<file path="src/sbt_pkg.sv">
// sbt_pkg: constants and types shared by the bit-error test ends
// assumes: included first in compile order; one clock at 200 MHz
`default_nettype none
package sbt_pkg;
  ////////////////////////////////////////////////////////////////////////////
  // device register map (byte addresses on the device register port)
  localparam logic [11:0] SBT_ADDR_TEST_CTRL = 12'h1a0;  // bit_error_test_control
  localparam logic [11:0] SBT_ADDR_LANE_CNT  = 12'h1b0;  // lane_error_counter, lane 0
  localparam logic [11:0] SBT_ADDR_RX_CTRL   = 12'h1c1;  // serdes_receiver_control
  localparam logic [7:0]  SBT_TEST_CTRL_RST  = 8'h00;    // test control reset value
  localparam logic [7:0]  SBT_RX_CTRL_RST    = 8'h43;    // receiver control reset value
  localparam int          SBT_TEST_EN_BIT    = 0;        // error_test_enable position
  localparam int          SBT_CDR_LSB        = 4;        // clock_recovery_setting bits 6-4
  localparam int          SBT_OC_BIT         = 1;        // offset_cal_enable position
  localparam int          SBT_LOS_BIT        = 0;        // signal_loss_detect_enable position
  localparam int          SBT_LANES          = 16;       // serial lanes
  localparam int          SBT_PRBS_LEN       = 7;        // checker pattern length (prbs7)
  localparam logic [7:0]  SBT_CNT_MAX        = 8'hff;    // counter saturation value
  // clock recovery figures
  localparam logic [10:0] SBT_SETTLE_FAST_UI = 11'd36;   // settling time, settings 0-6
  localparam logic [10:0] SBT_SETTLE_SLOW_UI = 11'd1524; // settling time, setting 7
  ////////////////////////////////////////////////////////////////////////////
  // controller (host end) axi4-lite register map
  localparam logic [3:0]  SBT_H_CMD    = 4'h0;  // [11:0] addr [23:16] data [24] wr [25] rd
  localparam logic [3:0]  SBT_H_STAT   = 4'h4;  // [7:0] read data [8] busy [9] refused
  localparam logic [3:0]  SBT_H_TX     = 4'h8;  // [0] tx enable [31:16] error inject mask
  localparam logic [3:0]  SBT_H_TIMER  = 4'hc;  // cycles since error test enable was set
  localparam int          SBT_CMD_WR_BIT = 24;  // command write request
  localparam int          SBT_CMD_RD_BIT = 25;  // command read request
  localparam logic [1:0]  SBT_RESP_OKAY   = 2'b00;  // axi okay
  localparam logic [1:0]  SBT_RESP_SLVERR = 2'b10;  // axi slave error
  localparam logic [6:0]  SBT_PRBS_SEED   = 7'h7f;  // transmitter start state

  // controller command sequencer states
  typedef enum logic [1:0] {SBT_IDLE, SBT_ISSUE, SBT_WAIT_RD} sbt_cmd_state_t;
endpackage : sbt_pkg
`default_nettype wire

</file>
<file path="src/sbt_link_if.sv">
// sbt_link_if: register port and serial lanes between controller and device
// assumes: one clock shared by both ends; the bench joins the modports
`timescale 1ns/100ps
`default_nettype none
interface sbt_link_if;
  logic [11:0] reg_addr;    // register byte address
  logic [7:0]  reg_wdata;   // write data
  logic        reg_wr;      // one-cycle write strobe
  logic        reg_rd;      // one-cycle read strobe
  logic [7:0]  reg_rdata;   // read data
  logic        reg_rvalid;  // one-cycle read answer
  logic [15:0] lane_bit;    // one serial bit per lane per clock

  modport dev (input reg_addr, reg_wdata, reg_wr, reg_rd, lane_bit,
               output reg_rdata, reg_rvalid);
  modport host (output reg_addr, reg_wdata, reg_wr, reg_rd, lane_bit,
                input reg_rdata, reg_rvalid);
endinterface : sbt_link_if
`default_nettype wire

</file>
<file path="src/sbt_host.sv">
// sbt_host: controller end; axi4-lite slave, device register sequencer
// and prbs7 transmitter for all lanes
// assumes: software issues one command at a time and polls busy
//
// Register access over AXI4-Lite was chosen for this implementation.
`timescale 1ns/100ps
`default_nettype none
module sbt_host
  import sbt_pkg::*;
(
  input  wire logic        clk_i,          // 200 MHz clock
  input  wire logic        rst_n_i,        // synchronous reset, active low
  sbt_link_if.host         link,           // register port and lanes
  input  wire logic        s_axi_awvalid,  // write address valid
  output logic             s_axi_awready,  // write address ready
  input  wire logic  [3:0] s_axi_awaddr,   // write address
  input  wire logic        s_axi_wvalid,   // write data valid
  output logic             s_axi_wready,   // write data ready
  input  wire logic [31:0] s_axi_wdata,    // write data
  input  wire logic  [3:0] s_axi_wstrb,    // byte enables
  output logic             s_axi_bvalid,   // write response valid
  input  wire logic        s_axi_bready,   // write response ready
  output logic       [1:0] s_axi_bresp,    // write response
  input  wire logic        s_axi_arvalid,  // read address valid
  output logic             s_axi_arready,  // read address ready
  input  wire logic  [3:0] s_axi_araddr,   // read address
  output logic             s_axi_rvalid,   // read data valid
  input  wire logic        s_axi_rready,   // read data ready
  output logic      [31:0] s_axi_rdata,    // read data
  output logic       [1:0] s_axi_rresp     // read response
);
  // all state of the controller
  typedef struct packed {
    logic           aw_rdy;    // address and data taken together
    logic           bvalid;
    logic [1:0]     bresp;
    logic           ar_rdy;
    logic           rvalid;
    logic [1:0]     rresp;
    logic [31:0]    rdata;
    logic [31:0]    cmd;       // pending device command
    sbt_cmd_state_t cstate;    // sequencer state
    logic [7:0]     dev_rdata; // last device read data
    logic           refused;   // last command dropped
    logic           tx_en;     // transmitter on (stands for link_enable)
    logic [15:0]    inject;    // one-shot bit flips
    logic [6:0]     prbs;      // transmit pattern state
    logic [15:0]    lanes;     // driven lane bits
    logic           timing;    // measurement timer running
    logic [31:0]    timer;     // measurement_elapsed_time in cycles
    logic [11:0]    addr;      // device register port drive
    logic [7:0]     wdata;
    logic           wr;
    logic           rd;
  } sbt_host_t;

  sbt_host_t   st;        // registered state
  sbt_host_t   next_st;   // next state
  logic        w_take;    // write handshake this cycle
  logic        r_take;    // read handshake this cycle
  logic [31:0] wmask;     // byte enables widened
  logic        prbs_bit;  // next transmit bit
  logic        is_wr;     // command is a write
  logic        bad_cmd;   // command breaks the setup order

  ////////////////////////////////////////////////////////////////////////////
  // next-state logic
  always_comb begin
    next_st  = st;
    w_take   = st.aw_rdy && s_axi_awvalid && s_axi_wvalid;
    r_take   = st.ar_rdy && s_axi_arvalid;
    wmask    = {{8{s_axi_wstrb[3]}}, {8{s_axi_wstrb[2]}},
                {8{s_axi_wstrb[1]}}, {8{s_axi_wstrb[0]}}};
    prbs_bit = st.prbs[6] ^ st.prbs[5];
    is_wr    = st.cmd[SBT_CMD_WR_BIT];
    // receiver control only with link off; test enable only with link on
    bad_cmd  = is_wr && (((st.cmd[11:0] == SBT_ADDR_RX_CTRL) && st.tx_en) ||
               ((st.cmd[11:0] == SBT_ADDR_TEST_CTRL) && st.cmd[16] && !st.tx_en));
    // axi write: ready for one cycle when both channels wait
    next_st.aw_rdy = s_axi_awvalid && s_axi_wvalid && !st.aw_rdy && !st.bvalid;
    if (st.bvalid && s_axi_bready) begin
      next_st.bvalid = 1'b0;
    end
    next_st.inject = '0;
    if (w_take) begin
      next_st.bvalid = 1'b1;
      next_st.bresp  = SBT_RESP_OKAY;
      case (s_axi_awaddr)
        SBT_H_CMD: begin
          if (st.cstate == SBT_IDLE) begin
            next_st.cmd    = (st.cmd & ~wmask) | (s_axi_wdata & wmask);
            next_st.cstate = SBT_ISSUE;
          end
        end
        SBT_H_TX: begin
          if (s_axi_wstrb[0]) begin
            next_st.tx_en = s_axi_wdata[0];
          end
          next_st.inject = s_axi_wdata[31:16] & wmask[31:16];
        end
        SBT_H_STAT, SBT_H_TIMER: ;  // read only, write ignored
        default: next_st.bresp = SBT_RESP_SLVERR;
      endcase
    end
    // axi read
    next_st.ar_rdy = s_axi_arvalid && !st.ar_rdy && !st.rvalid;
    if (st.rvalid && s_axi_rready) begin
      next_st.rvalid = 1'b0;
    end
    if (r_take) begin
      next_st.rvalid = 1'b1;
      next_st.rresp  = SBT_RESP_OKAY;
      case (s_axi_araddr)
        SBT_H_CMD:   next_st.rdata = st.cmd;
        SBT_H_STAT:  next_st.rdata = {22'h0, st.refused, (st.cstate != SBT_IDLE),
                                      st.dev_rdata};
        SBT_H_TX:    next_st.rdata = {16'h0, 15'h0, st.tx_en};
        SBT_H_TIMER: next_st.rdata = st.timer;
        default: begin
          next_st.rdata = 32'h0;
          next_st.rresp = SBT_RESP_SLVERR;
        end
      endcase
    end
    // measurement timer; the sequencer below may clear it in the same cycle
    if (st.timing && (st.timer != 32'hffffffff)) begin
      next_st.timer = st.timer + 32'h1;
    end
    // device register sequencer
    next_st.wr = 1'b0;
    next_st.rd = 1'b0;
    case (st.cstate)
      SBT_IDLE: ;
      SBT_ISSUE: begin
        next_st.refused = bad_cmd;
        next_st.addr    = st.cmd[11:0];
        next_st.wdata   = st.cmd[23:16];
        if (bad_cmd) begin
          next_st.cstate = SBT_IDLE;
        end else if (is_wr) begin
          next_st.wr     = 1'b1;
          next_st.cstate = SBT_IDLE;
          if (st.cmd[11:0] == SBT_ADDR_TEST_CTRL) begin
            // timer restarts on every enable write, stops and clears to zero on disable
            next_st.timing = st.cmd[16];
            next_st.timer  = 32'h0;
          end
        end else if (st.cmd[SBT_CMD_RD_BIT]) begin
          next_st.rd     = 1'b1;
          next_st.cstate = SBT_WAIT_RD;
        end else begin
          next_st.cstate = SBT_IDLE;
        end
      end
      SBT_WAIT_RD: begin
        if (link.reg_rvalid) begin
          next_st.dev_rdata = link.reg_rdata;
          next_st.cstate    = SBT_IDLE;
        end
      end
      default: next_st.cstate = SBT_IDLE;
    endcase
    // prbs7 transmitter, identical on all lanes, optional flips
    if (st.tx_en) begin
      next_st.prbs  = {st.prbs[5:0], prbs_bit};
      next_st.lanes = {SBT_LANES{prbs_bit}} ^ st.inject;
    end else begin
      next_st.prbs  = SBT_PRBS_SEED;
      next_st.lanes = '0;
    end
  end

  ////////////////////////////////////////////////////////////////////////////
  // state register
  always_ff @(posedge clk_i) begin
    if (!rst_n_i) begin
      st        <= '0;
      st.cstate <= SBT_IDLE;
      st.prbs   <= SBT_PRBS_SEED;
    end else begin
      st <= next_st;
    end
  end

  ////////////////////////////////////////////////////////////////////////////
  // outputs, all straight from flip-flops
  assign s_axi_awready  = st.aw_rdy;
  assign s_axi_wready   = st.aw_rdy;
  assign s_axi_bvalid   = st.bvalid;
  assign s_axi_bresp    = st.bresp;
  assign s_axi_arready  = st.ar_rdy;
  assign s_axi_rvalid   = st.rvalid;
  assign s_axi_rdata    = st.rdata;
  assign s_axi_rresp    = st.rresp;
  assign link.reg_addr  = st.addr;
  assign link.reg_wdata = st.wdata;
  assign link.reg_wr    = st.wr;
  assign link.reg_rd    = st.rd;
  assign link.lane_bit  = st.lanes;
endmodule : sbt_host
`default_nettype wire

</file>
<file path="src/flat_wrapper.sv">
// flat-port wrapper written by rule: the top's interface ports become plain ports
module sbt_host_flat import sbt_pkg::*;
  (clk_i, rst_n_i, s_axi_awvalid, s_axi_awready, s_axi_awaddr, s_axi_wvalid, s_axi_wready, s_axi_wdata, s_axi_wstrb, s_axi_bvalid, s_axi_bready, s_axi_bresp, s_axi_arvalid, s_axi_arready, s_axi_araddr, s_axi_rvalid, s_axi_rready, s_axi_rdata, s_axi_rresp, link_reg_addr, link_reg_wdata, link_reg_wr, link_reg_rd, link_lane_bit, link_reg_rdata, link_reg_rvalid);
  sbt_link_if link_i ();
  input  wire logic clk_i;
  input  wire logic rst_n_i;
  input  wire logic s_axi_awvalid;
  output logic s_axi_awready;
  input  wire logic  [3:0] s_axi_awaddr;
  input  wire logic s_axi_wvalid;
  output logic s_axi_wready;
  input  wire logic [31:0] s_axi_wdata;
  input  wire logic  [3:0] s_axi_wstrb;
  output logic s_axi_bvalid;
  input  wire logic s_axi_bready;
  output logic       [1:0] s_axi_bresp;
  input  wire logic s_axi_arvalid;
  output logic s_axi_arready;
  input  wire logic  [3:0] s_axi_araddr;
  output logic s_axi_rvalid;
  input  wire logic s_axi_rready;
  output logic      [31:0] s_axi_rdata;
  output logic       [1:0] s_axi_rresp;
  output wire logic [$bits(link_i.reg_addr)-1:0] link_reg_addr;
  output wire logic [$bits(link_i.reg_wdata)-1:0] link_reg_wdata;
  output wire logic [$bits(link_i.reg_wr)-1:0] link_reg_wr;
  output wire logic [$bits(link_i.reg_rd)-1:0] link_reg_rd;
  output wire logic [$bits(link_i.lane_bit)-1:0] link_lane_bit;
  input wire logic [$bits(link_i.reg_rdata)-1:0] link_reg_rdata;
  input wire logic [$bits(link_i.reg_rvalid)-1:0] link_reg_rvalid;
  assign link_reg_addr = link_i.reg_addr;
  assign link_reg_wdata = link_i.reg_wdata;
  assign link_reg_wr = link_i.reg_wr;
  assign link_reg_rd = link_i.reg_rd;
  assign link_lane_bit = link_i.lane_bit;
  assign link_i.reg_rdata = link_reg_rdata;
  assign link_i.reg_rvalid = link_reg_rvalid;
  sbt_host u_core (.clk_i(clk_i), .rst_n_i(rst_n_i), .link(link_i), .s_axi_awvalid(s_axi_awvalid), .s_axi_awready(s_axi_awready), .s_axi_awaddr(s_axi_awaddr), .s_axi_wvalid(s_axi_wvalid), .s_axi_wready(s_axi_wready), .s_axi_wdata(s_axi_wdata), .s_axi_wstrb(s_axi_wstrb), .s_axi_bvalid(s_axi_bvalid), .s_axi_bready(s_axi_bready), .s_axi_bresp(s_axi_bresp), .s_axi_arvalid(s_axi_arvalid), .s_axi_arready(s_axi_arready), .s_axi_araddr(s_axi_araddr), .s_axi_rvalid(s_axi_rvalid), .s_axi_rready(s_axi_rready), .s_axi_rdata(s_axi_rdata), .s_axi_rresp(s_axi_rresp));
endmodule
</file>
<file path="config.mk">
export PLATFORM = sky130hd
export DESIGN_NAME = sbt_host_flat
export DESIGN_NICKNAME = d
export VERILOG_FILES = /design/src/sbt_pkg.sv /design/src/sbt_link_if.sv /design/src/sbt_host.sv /design/src/flat_wrapper.sv
export SDC_FILE = /design/constraint.sdc
export NUM_CORES = 1
export LEC_CHECK = 0
export BUFFER_PORTS_ARGS = -buffer_cell sky130_fd_sc_hd__buf_2
export CAP_MARGIN = 20
export CORE_MARGIN = 1.5
export CORE_UTILIZATION = 59
export CTS_CLUSTER_SIZE = 14
export DETAILED_ROUTE_END_ITERATION = 8
export GPL_ROUTABILITY_DRIVEN = 1
export GPL_TIMING_DRIVEN = 0
export PLACE_DENSITY_LB_ADDON = 0.15
export SLEW_MARGIN = 20
export SYNTH_ARGS = -nofsm -noshare
export SYNTH_HDL_FRONTEND = slang
export SYNTH_SLANG_ARGS = --single-unit
</file>
<file path="constraint.sdc">
create_clock -name clk_i -period 6.2 [get_ports clk_i]
set_clock_uncertainty 0.1 [all_clocks]
set_input_delay 0.62 -clock clk_i [delete_from_list [all_inputs] [get_ports clk_i]]
set_output_delay 0.62 -clock clk_i [all_outputs]
set_load 0.1 [all_outputs]
</file>
# After elaboration in Yosys (flattened, before gate mapping)
# Index checks and enable logic that the tools add are counted.
# W data, S select, Z words.
dict set report op_classes {
  add_sub_neg 1
  n_eq_ne 11
  mux 24
  bitwise_logic 10
  reduce_logical 37
}
# op n
set op_table {}
lappend op_table {{$mux W32} 4}
lappend op_table {{$pmux W32 S4} 1}
lappend op_table {{$and A32 B32 Y32} 2}
lappend op_table {{$mux W54} 1}
lappend op_table {{$mux W35} 1}
lappend op_table {{$add A32 B1 Y32 const B} 1}
lappend op_table {{$ne A32 B32 Y1 const B} 1}
lappend op_table {{$not A32 Y32} 1}
lappend op_table {{$or A32 B32 Y32} 1}
lappend op_table {{$eq A12 B9 Y1 const B} 2}
lappend op_table {{$mux W2} 9}
lappend op_table {{$and A16 B16 Y16} 1}
lappend op_table {{$eq A4 B4 Y1 const B} 4}
lappend op_table {{$xor A16 B16 Y16} 1}
lappend op_table {{$logic_and A1 B1 Y1} 15}
lappend op_table {{$reduce_or A4 Y1} 3}
lappend op_table {{$mux W10} 1}
lappend op_table {{$reduce_and A3 Y1} 3}
lappend op_table {{$eq A4 B3 Y1 const B} 2}
lappend op_table {{$logic_not A4 Y1} 2}
lappend op_table {{$pmux W2 S3} 1}
lappend op_table {{$reduce_bool A2 Y1} 3}
lappend op_table {{$logic_not A1 Y1} 5}
lappend op_table {{$mux W1} 5}
lappend op_table {{other kinds (10)} 13}
dict set report word_totals {
  regBits 178
  in_bits 60
  output_inout_bits 79
}

# Longest topological paths before layout
# Gate-level depths: netlist of the first run.
dict set report depth {
  word_depth 7
  mapped_depth 8
  ltp_nobuf 6
}

# Worst setup path before layout of the first run
# No wires, ideal clock.
dict set report synth_timing {
  kind {register to register}
  startpoint {register u_core.st (netlist bit u_core.s_axi_awready)}
  endpoint {register with a tool-made name}
  arrival_time_ns 2.346
  t_required_ns 6.024
  slack_ns 3.678
  path_stages_with_launch 7
  n_path_buf 2
  period_less_slack_ns 2.522
  cell_sequence {dfxtp_1 > nand3_1 > nor4b_1 > buf_2 > buf_2 > nand3_1 > a21boi_0}
}
# element line_no
set synth_lines {}
lappend synth_lines {{from (decl)} sbt_host.sv:57} ;# sbt_host_t st;
lappend synth_lines {{from (signal assigned)} sbt_host.sv:181} ;# st <= next_st;

# Final worst setup path of the first run
dict set report layout_timing {
  startpoint {register u_core.st[32] in the netlist's numbering}
  endpoint {register u_core.st[33] in the netlist's numbering}
}
dict set report layout_between {
  elab_chain_len 7
  elab_cells_between_ends 8
  cone_classes {add/sub: 1; eq/ne: 1; mux: 5; reduce/logical: 1}
}
# element line_no
set layout_rtl {}
lappend layout_rtl {{branches (longest 2 deep; another with $add A32 B1 Y32)} n/a}
lappend layout_rtl {{$mux W32 (*)} sbt_host.sv:126} ;# if (st.timing && (st.timer != 32'hffffffff)) begin
lappend layout_rtl {{$mux W32} sbt_host.sv:143} ;# if (st.cmd[11:0] == SBT_ADDR_TEST_CTRL) begin
lappend layout_rtl {{$mux W32} sbt_host.sv:140} ;# end else if (is_wr) begin
lappend layout_rtl {{$mux W32} sbt_host.sv:138} ;# if (bad_cmd) begin
lappend layout_rtl {{$mux W54 (*)} sbt_host.sv:132} ;# case (st.cstate)
# Every way passes the cells marked *.
# A chain may end at the register's enable or synchronous reset.

==> summary.txt, run 1 <==
Global route
  – Tot GR Track Use: 0.281
  – GR Overflow Total: 0
  – Global-route wire length before repair: 30900 um
  – Initial antenna violation count: 0
  – Largest net degree at the start of global routing: 17
  – Number of global-route vias before repair: 6069

Route
  – Starting DRC count in detailed routing: 493
  – Vias/cell: 5.45
  – Antenna Nets Post-Route: 0
  – Vias: 6649
  – Routed WL: 19600 um
  – DRT Pass-1 Iters: 8
  – DR DRC count: 0
  – Avg WL per Cell: 16.0 um

Placed design
  – Final RePlAce weighted congestion: 0.922
  – DPL Wire Length: 14600 um
  – Number of instances in the placed design: 1189
  – I/O Buffers: 133

STA
  – FMAX: 399 MHz
  – Tmin final: 2510 ps
  – Number of hold violations in the final report: 0
  – Total Neg Setup Slack: 0 ps
  – Worst slew pin tran: 1070 ps
  – Slew margin rel.: 0.281
  – Fin. max-slew vios: 0
  – Setup-failing EPs final: 0
  – RSZ-0062 raised after global routing: no
  – Final period util: 0.404

Floorplanning
  – # rows: 41
  – Die height: 118 um
  – Starting density of the core: 0.614
  – Die area: 0.0140 mm2
  – Core Area: 0.0128 mm2
  – Top-level port count: 139
  – Horiz. Die Dim: 118 um

Setup path
  – Critical path capture point type: flip-flop
  – Crit Path Category: reg2reg
  – R2R setup slack: 3690 ps
  – Crit path cell chain: clkbuf_1, nand3_1, or4_4, nor3_2, buf_2, buf_4, o21ai_0, a21oi_1
  – Worst path bufs/invs: 3
  – WP data required: 6450 ps
  – CP arrival: 2750 ps
  – Crit. Startpoint: u_core.st[32]$_SDFF_PN0_
  – Reg-to-Reg Start: u_core.st[32]$_SDFF_PN0_
  – R2R Path End: u_core.st[33]$_SDFF_PN0_
  – Worst r2r path cells: 8
  – Crit-path slowest cell: or4_4
  – WP depth: 8
  – Crit path launch type: flip-flop
  – Critical Path Max Stage Delay: 480 ps
  – Worst setup path end: u_core.st[33]$_SDFF_PN0_
  – CP delay by family, top: simple AND/OR/NAND/NOR gates
  – Worst-path fanout max: 10

CTS
  – Postcts setup bufs: 0
  – Htree depth: 4
  – TritonCTS clock tree: built
  – Clk Latency, worst-skew pair: 420 ps
  – Clk pin slew, worst setup/hold paths: 60 ps
  – Hold buffer count at CTS: 0
  – Post-CTS sizing: 0
  – CTS Sinks: 176
  – CTS buffer count: 17
  – Root Buffer: clkbuf_16
  – CTS max path bufs: 2

Cells and area
  – Layout area overhead: 19.1%
  – FILL cells: 954
  – Final Core Density: 0.731
  – Final cell count without fillers: 1221
  – Nets: 1097
  – Share of post-route cells with drive strength above 1: 0.262
  – N_diodes: 0

Yosys
  – Top_reg_cell synth: dfxtp_1
  – Cell variety after synth: 52
  – Sequential area share after synthesis: 0.450
  – Syn_area_per_cell: 8.88 um2
  – Synth async-reset ratio: 0
  – Yosys reg bits: 176
  – Post-synth EDFFs: 0
  – Post-Syn Area: 0.00784 mm2
  – Synth Warn #: 0
  – Post-Syn Instances: 883

Pwr
  – Cell leakage power: 3.88 nW
  – Power density cells: 249 mW/mm2
  – Total power: 2.33 mW
  – Max IR drop VDD: 0.211 mV

Status
  – Status: completed

Hold path
  – Min-Delay Path Class: in2reg

Job
  – Max-cap viol count: 0
==> per-stage QoR <==
| stage | setup slack, ps | area [um2] | hold slack, ps |
|---|---|---|---|
| floorplan | 3680 | 7840 | 293 |
| global placement | 3420 | 8720 | 298 |
| detailed placement | 3390 | 8720 | 307 |
| CTS | 3740 | 9340 | 298 |
| global route | 3570 | 9340 | 312 |
| finish | 3690 | 9340 | 311 |
==> synth_stat cells, types with 3 or more instances <==
cell        n  area, um2
or3_1      15       93.8
o31ai_1     6       45.0
inv_1       5       18.8
or4_1       8       60.1
nor2b_1    26        163
o21ai_0    49        245
nor4bb_1    3       30.0
clkbuf_1   38        143
nor2_1     36        135
and3_1     12       75.1
buf_4      74        556
nor3_1      5       25.0
dfxtp_1   176       3520
a21boi_0   41        308
nand3_1    35        175
a22oi_1    30        225
nand2_1   111        417
or3_2       3       22.5
mux2i_1    25        250
buf_2       7       35.0
nor4_1      5       31.3
and2_1     51        319
nand2b_1    6       37.5
mux2_2      8       90.1
nand4_1    14       87.6
xnor2_1    20        175
nand4b_1    3       26.3
a21oi_1    29        145
or2_2       9       56.3
==> power by group <==
part	switching, mW	internal [mW]
registers	0.00182	1.13
clock network	0.445	0.657
logic	0.0619	0.0298
total	0.509	1.82
==> layer usage <==
layer	vias up	GRT usage	part of all wire	wire length, um
met5	-	0	0	0
met4	0	0.0800	0.021	415
met3	31	0.0613	0.063	1220
met2	248	0.471	0.48	9400
met1	3091	0.363	0.44	8530
li1	3279	-	-	-
==> cells in the final DEF, fill, tap and decap left out, types with 8 or more instances in the layout <==
cell       count
a21boi_0      41
a21oi_1       29
a22oi_1       30
and2_1        51
and3_1        12
buf_2        140
buf_4         74
clkbuf_1      39
clkbuf_16     17
dfxtp_1      176
mux2_2         8
mux2i_1       25
nand2_1      111
nand3_1       35
nand4_1       14
nor2_1        36
nor2b_1       26
o21ai_0       49
or2_2          9
or3_1         15
or4_1          8
xnor2_1       20
==> worst min path at each step <==
stage,from,end,cells past startpoint
after floorplan,u_core.st[71]$_SDFF_PN1_,u_core.st[72]$_SDFF_PN1_,1
after global placement,u_core.st[74]$_SDFF_PN1_,u_core.st[75]$_SDFF_PN1_,1
after detailed placement,u_core.st[75]$_SDFF_PN1_,u_core.st[76]$_SDFF_PN1_,1
after CTS,s_axi_wdata[18],u_core.st[80]$_SDFF_PN0_,2
after global routing,s_axi_wdata[30],u_core.st[92]$_SDFF_PN0_,2
final,s_axi_wdata[18],u_core.st[80]$_SDFF_PN0_,2
==> logic make-up after synthesis <==
logic type | Yosys count | synth area share
other | 1 | 0.000478
DFF | 176 | 0.450
xor gates and xnor gates | 21 | 0.0235
and+or+nand+nor | 360 | 0.249
buffers and inverters | 127 | 0.0983
AOI/OAI and AO/OA | 163 | 0.131
adders and majority gates | 1 | 0.00160
muxes | 34 | 0.0463
==> layout make-up <==
cell class / count / area (um2) / share of cell area
multi-input cells: 581 / 3550 / 0.380
flip-flops and latches: 176 / 3520 / 0.377
plain buffers: 122 / 752 / 0.0806
repair buffers: 133 / 666 / 0.0713
clock buffers: 20 / 457 / 0.0489
well taps: 172 / 215 / 0.0231
clock inverters: 12 / 156 / 0.0168
inverters: 5 / 18.8 / 0.00201
No activity file was read; power rests on OpenSTA's default activity.
==> inputs of run 2 (changes only) <==
Settings changed: CORE_UTILIZATION 59 to 51.
Clock period 6.2 ns to 2.3 ns, I/O delays scaled along.
==> run 2 against run 1 <==
Against the previous run: sequential power rose to 2.7 times the previous value; final area up 6.3%; worst hold slack worse by 300 ps; setup slack worse by 3600 ps; combinational power rose to 3.4 times the previous value; sequential share of layout area down 2.1 points.
==> summary.txt, run 2 (synthesis gave the netlist of run 1 again) <==
Status
  – Status: completed

Floorplanning
  – Core Area: 0.0151 mm2 (+18%)
  – Top-level port count: 139 (unchanged)
  – Die area: 0.0161 mm2 (+15%)
  – Starting density of the core: 0.519 (-0.0942)
  – Die height: 127 um (+7.4%)
  – Horiz. Die Dim: 127 um (+7.4%)
  – # rows: 45 (+9.8%)

STA
  – Setup-failing EPs final: 0 (unchanged)
  – Fin. max-slew vios: 0 (unchanged)
  – Worst slew pin tran: 1150 ps (+76.7 ps)
  – Tmin final: 2180 ps (-320 ps)
  – Final period util: 0.950 (+0.546)
  – Total Neg Setup Slack: 0 ps (unchanged)
  – RSZ-0062 raised after global routing: no
  – FMAX: 458 MHz (+15%)
  – Slew margin rel.: 0.229 (-0.0516)
  – Number of hold violations in the final report: 0 (unchanged)

Route
  – Avg WL per Cell: 15.9 um (-0.92%)
  – Vias/cell: 5.27 (-3.3%)
  – DR DRC count: 0 (unchanged)
  – DRT Pass-1 Iters: 6 (-2)
  – Starting DRC count in detailed routing: 441 (-11%)
  – Vias: 6783 (+2.0%)
  – Antenna Nets Post-Route: 0 (unchanged)
  – Routed WL: 20500 um (+4.5%)

Setup path
  – R2R setup slack: 120 ps (-3580 ps)
  – Critical path capture point type: flip-flop
  – CP arrival: 2440 ps (-310 ps)
  – Reg-to-Reg Start: u_core.st[41]$_SDFF_PN0_
  – Worst r2r path cells: 7 (-1)
  – WP data required: 2560 ps (-3890 ps)
  – R2R Path End: u_core.st[39]$_SDFF_PN0_
  – Crit Path Category: reg2reg
  – Crit path launch type: flip-flop
  – Worst-path fanout max: 10 (unchanged)

Placed design
  – Final RePlAce weighted congestion: 0.941 (+2.1%)
  – DPL Wire Length: 14800 um (+1.2%)
  – I/O Buffers: 133 (unchanged)

CTS
  – Clk Latency, worst-skew pair: 430 ps (about the same)
  – TritonCTS clock tree: built
  – Htree depth: 4 (unchanged)
  – CTS Sinks: 176 (unchanged)
  – Clk pin slew, worst setup/hold paths: 70 ps (about the same)
  – Root Buffer: clkbuf_16
  – CTS buffer count: 17 (unchanged)
  – CTS max path bufs: 2 (unchanged)

Hold path
  – Min-Delay Path Class: in2reg
  – Hold depth: 3 (+1)
  – Worst hold start: s_axi_wdata[4]

Global route
  – Global-route wire length before repair: 31900 um (+3.3%)
  – Number of global-route vias before repair: 6189 (+2.0%)
  – Initial antenna violation count: 0 (unchanged)
  – Tot GR Track Use: 0.256 (-0.0248)
  – GR Overflow Total: 0 (unchanged)
  – Largest net degree at the start of global routing: 17 (unchanged)

Cells and area
  – FILL cells: 1267 (+33%)
  – Leading cell type in the layout, fill and taps excluded: dfxtp_1
  – Multi-input logic area: 0.00358 mm2 (+0.92%)
  – Highest-count cells in the layout ignoring fill and taps: 170 x dfxtp_1, 137 x buf_2, 111 x nand2_1
  – Share of post-route cells with drive strength above 1: 0.268 (+0.00603)
  – Nets: 1148 (+4.6%)
  – Seq. cell area: 0.00353 mm2 (+0.21%)
  – N_diodes: 0 (unchanged)
  – Layout area overhead: 26.6%

Pwr
  – Cell leakage power: 4.15 nW (+7.1%)
  – Max IR drop VDD: 0.553 mV (+160%)
  – Total power: 6.33 mW (+170%)
  – Power density cells: 638 mW/mm2 (+160%)

Job
  – Max-cap viol count: 0 (unchanged)
## run 2: cell count changes in the layout (fill, tap and decap cells not counted), sizes merged
cell	delta
dlygate4sd3	+46
clkbuf	-1
clkinvlp	-3
clkinv	+2
inv	+2
buf	+6
bufinv	-1
## run 2: final cells by class
type / instances / share of cell area
Sequential cell: 176 / 0.356
Inverter: 5 / 0.00189
Multi-Input combinational cell: 581 / 0.361
Clock inverter: 12 / 0.0148
Timing Repair Buffer: 186 / 0.119
Clock buffer: 20 / 0.0470
Buffer: 120 / 0.0769
Tap cell: 188 / 0.0237
## run 2: timing repair
item                                    in CTS  in global routing
hold endpoints to repair                    57                  0
buffers inserted                             0                  7
endpoints found under the setup margin      11                 62
hold buffers                                46                  0
cloned                                       0                  0
gates resized for setup                      2                 20
pin swaps                                    0                  4
## run 2: where the power goes
group	switching, mW	total, mW	internal (mW)	leakage, nW
Clock	1.25	2.96	1.71	0.298
Sequential	0.00486	3.06	3.05	1.42
Combinational	0.182	0.313	0.131	2.43
Total	1.43	6.33	4.89	4.15
## run 2: worst max-delay path: stages (launching register included)
cell	delay, ps
dfxtp_2	390
nand3_2	140
or4_4	590
nor3_4	280
buf_6	180
buf_4	190
o21ai_0	110
a21oi_1	120
## run 2: per-stage QoR
step / utilization / setup slack, ps / instance area [um2] / cells / hold WS, ps
after floorplan: - / 150 / 7840 / 884 / 252
after global placement: 0.579 / -112 / 8740 / 1205 / 294
after detailed placement: 0.579 / -68.1 / 8740 / 1205 / 298
after CTS: 0.651 / 24.8 / 9820 / 1282 / 2.44
after global routing: 0.657 / 9.53 / 9920 / 1288 / 0.279
final: 0.657 / 115 / 9920 / 1288 / 8.23
## run 2: layer usage
layer	vias to the layer above	global-route usage	wire length, um
met5	-	0	0
met3	29	0.0553	1190
met4	0	0.0936	553
li1	3385	-	-
met2	209	0.422	9630
met1	3160	0.331	9080
## run 2: worst max path at each step
stage                                    startpoint                                   to  slack (ps)  cells after the start
global route             u_core.st[54]$_SDFFE_PN0P_             u_core.st[43]$_SDFF_PN0_          10                      7
floorplan           u_core.s_axi_awready$_SDFF_PN0_                            flip-flop         150                      6
finish                     u_core.st[41]$_SDFF_PN0_             u_core.st[39]$_SDFF_PN0_         120                      7
global placement                    s_axi_awaddr[1]                            flip-flop        -110                      7
CTS                        u_core.st[29]$_SDFF_PN0_             u_core.st[43]$_SDFF_PN0_          20                      5
detailed placement                  s_axi_araddr[2]  u_core.s_axi_rdata[11]$_SDFFE_PN0P_         -70                      6
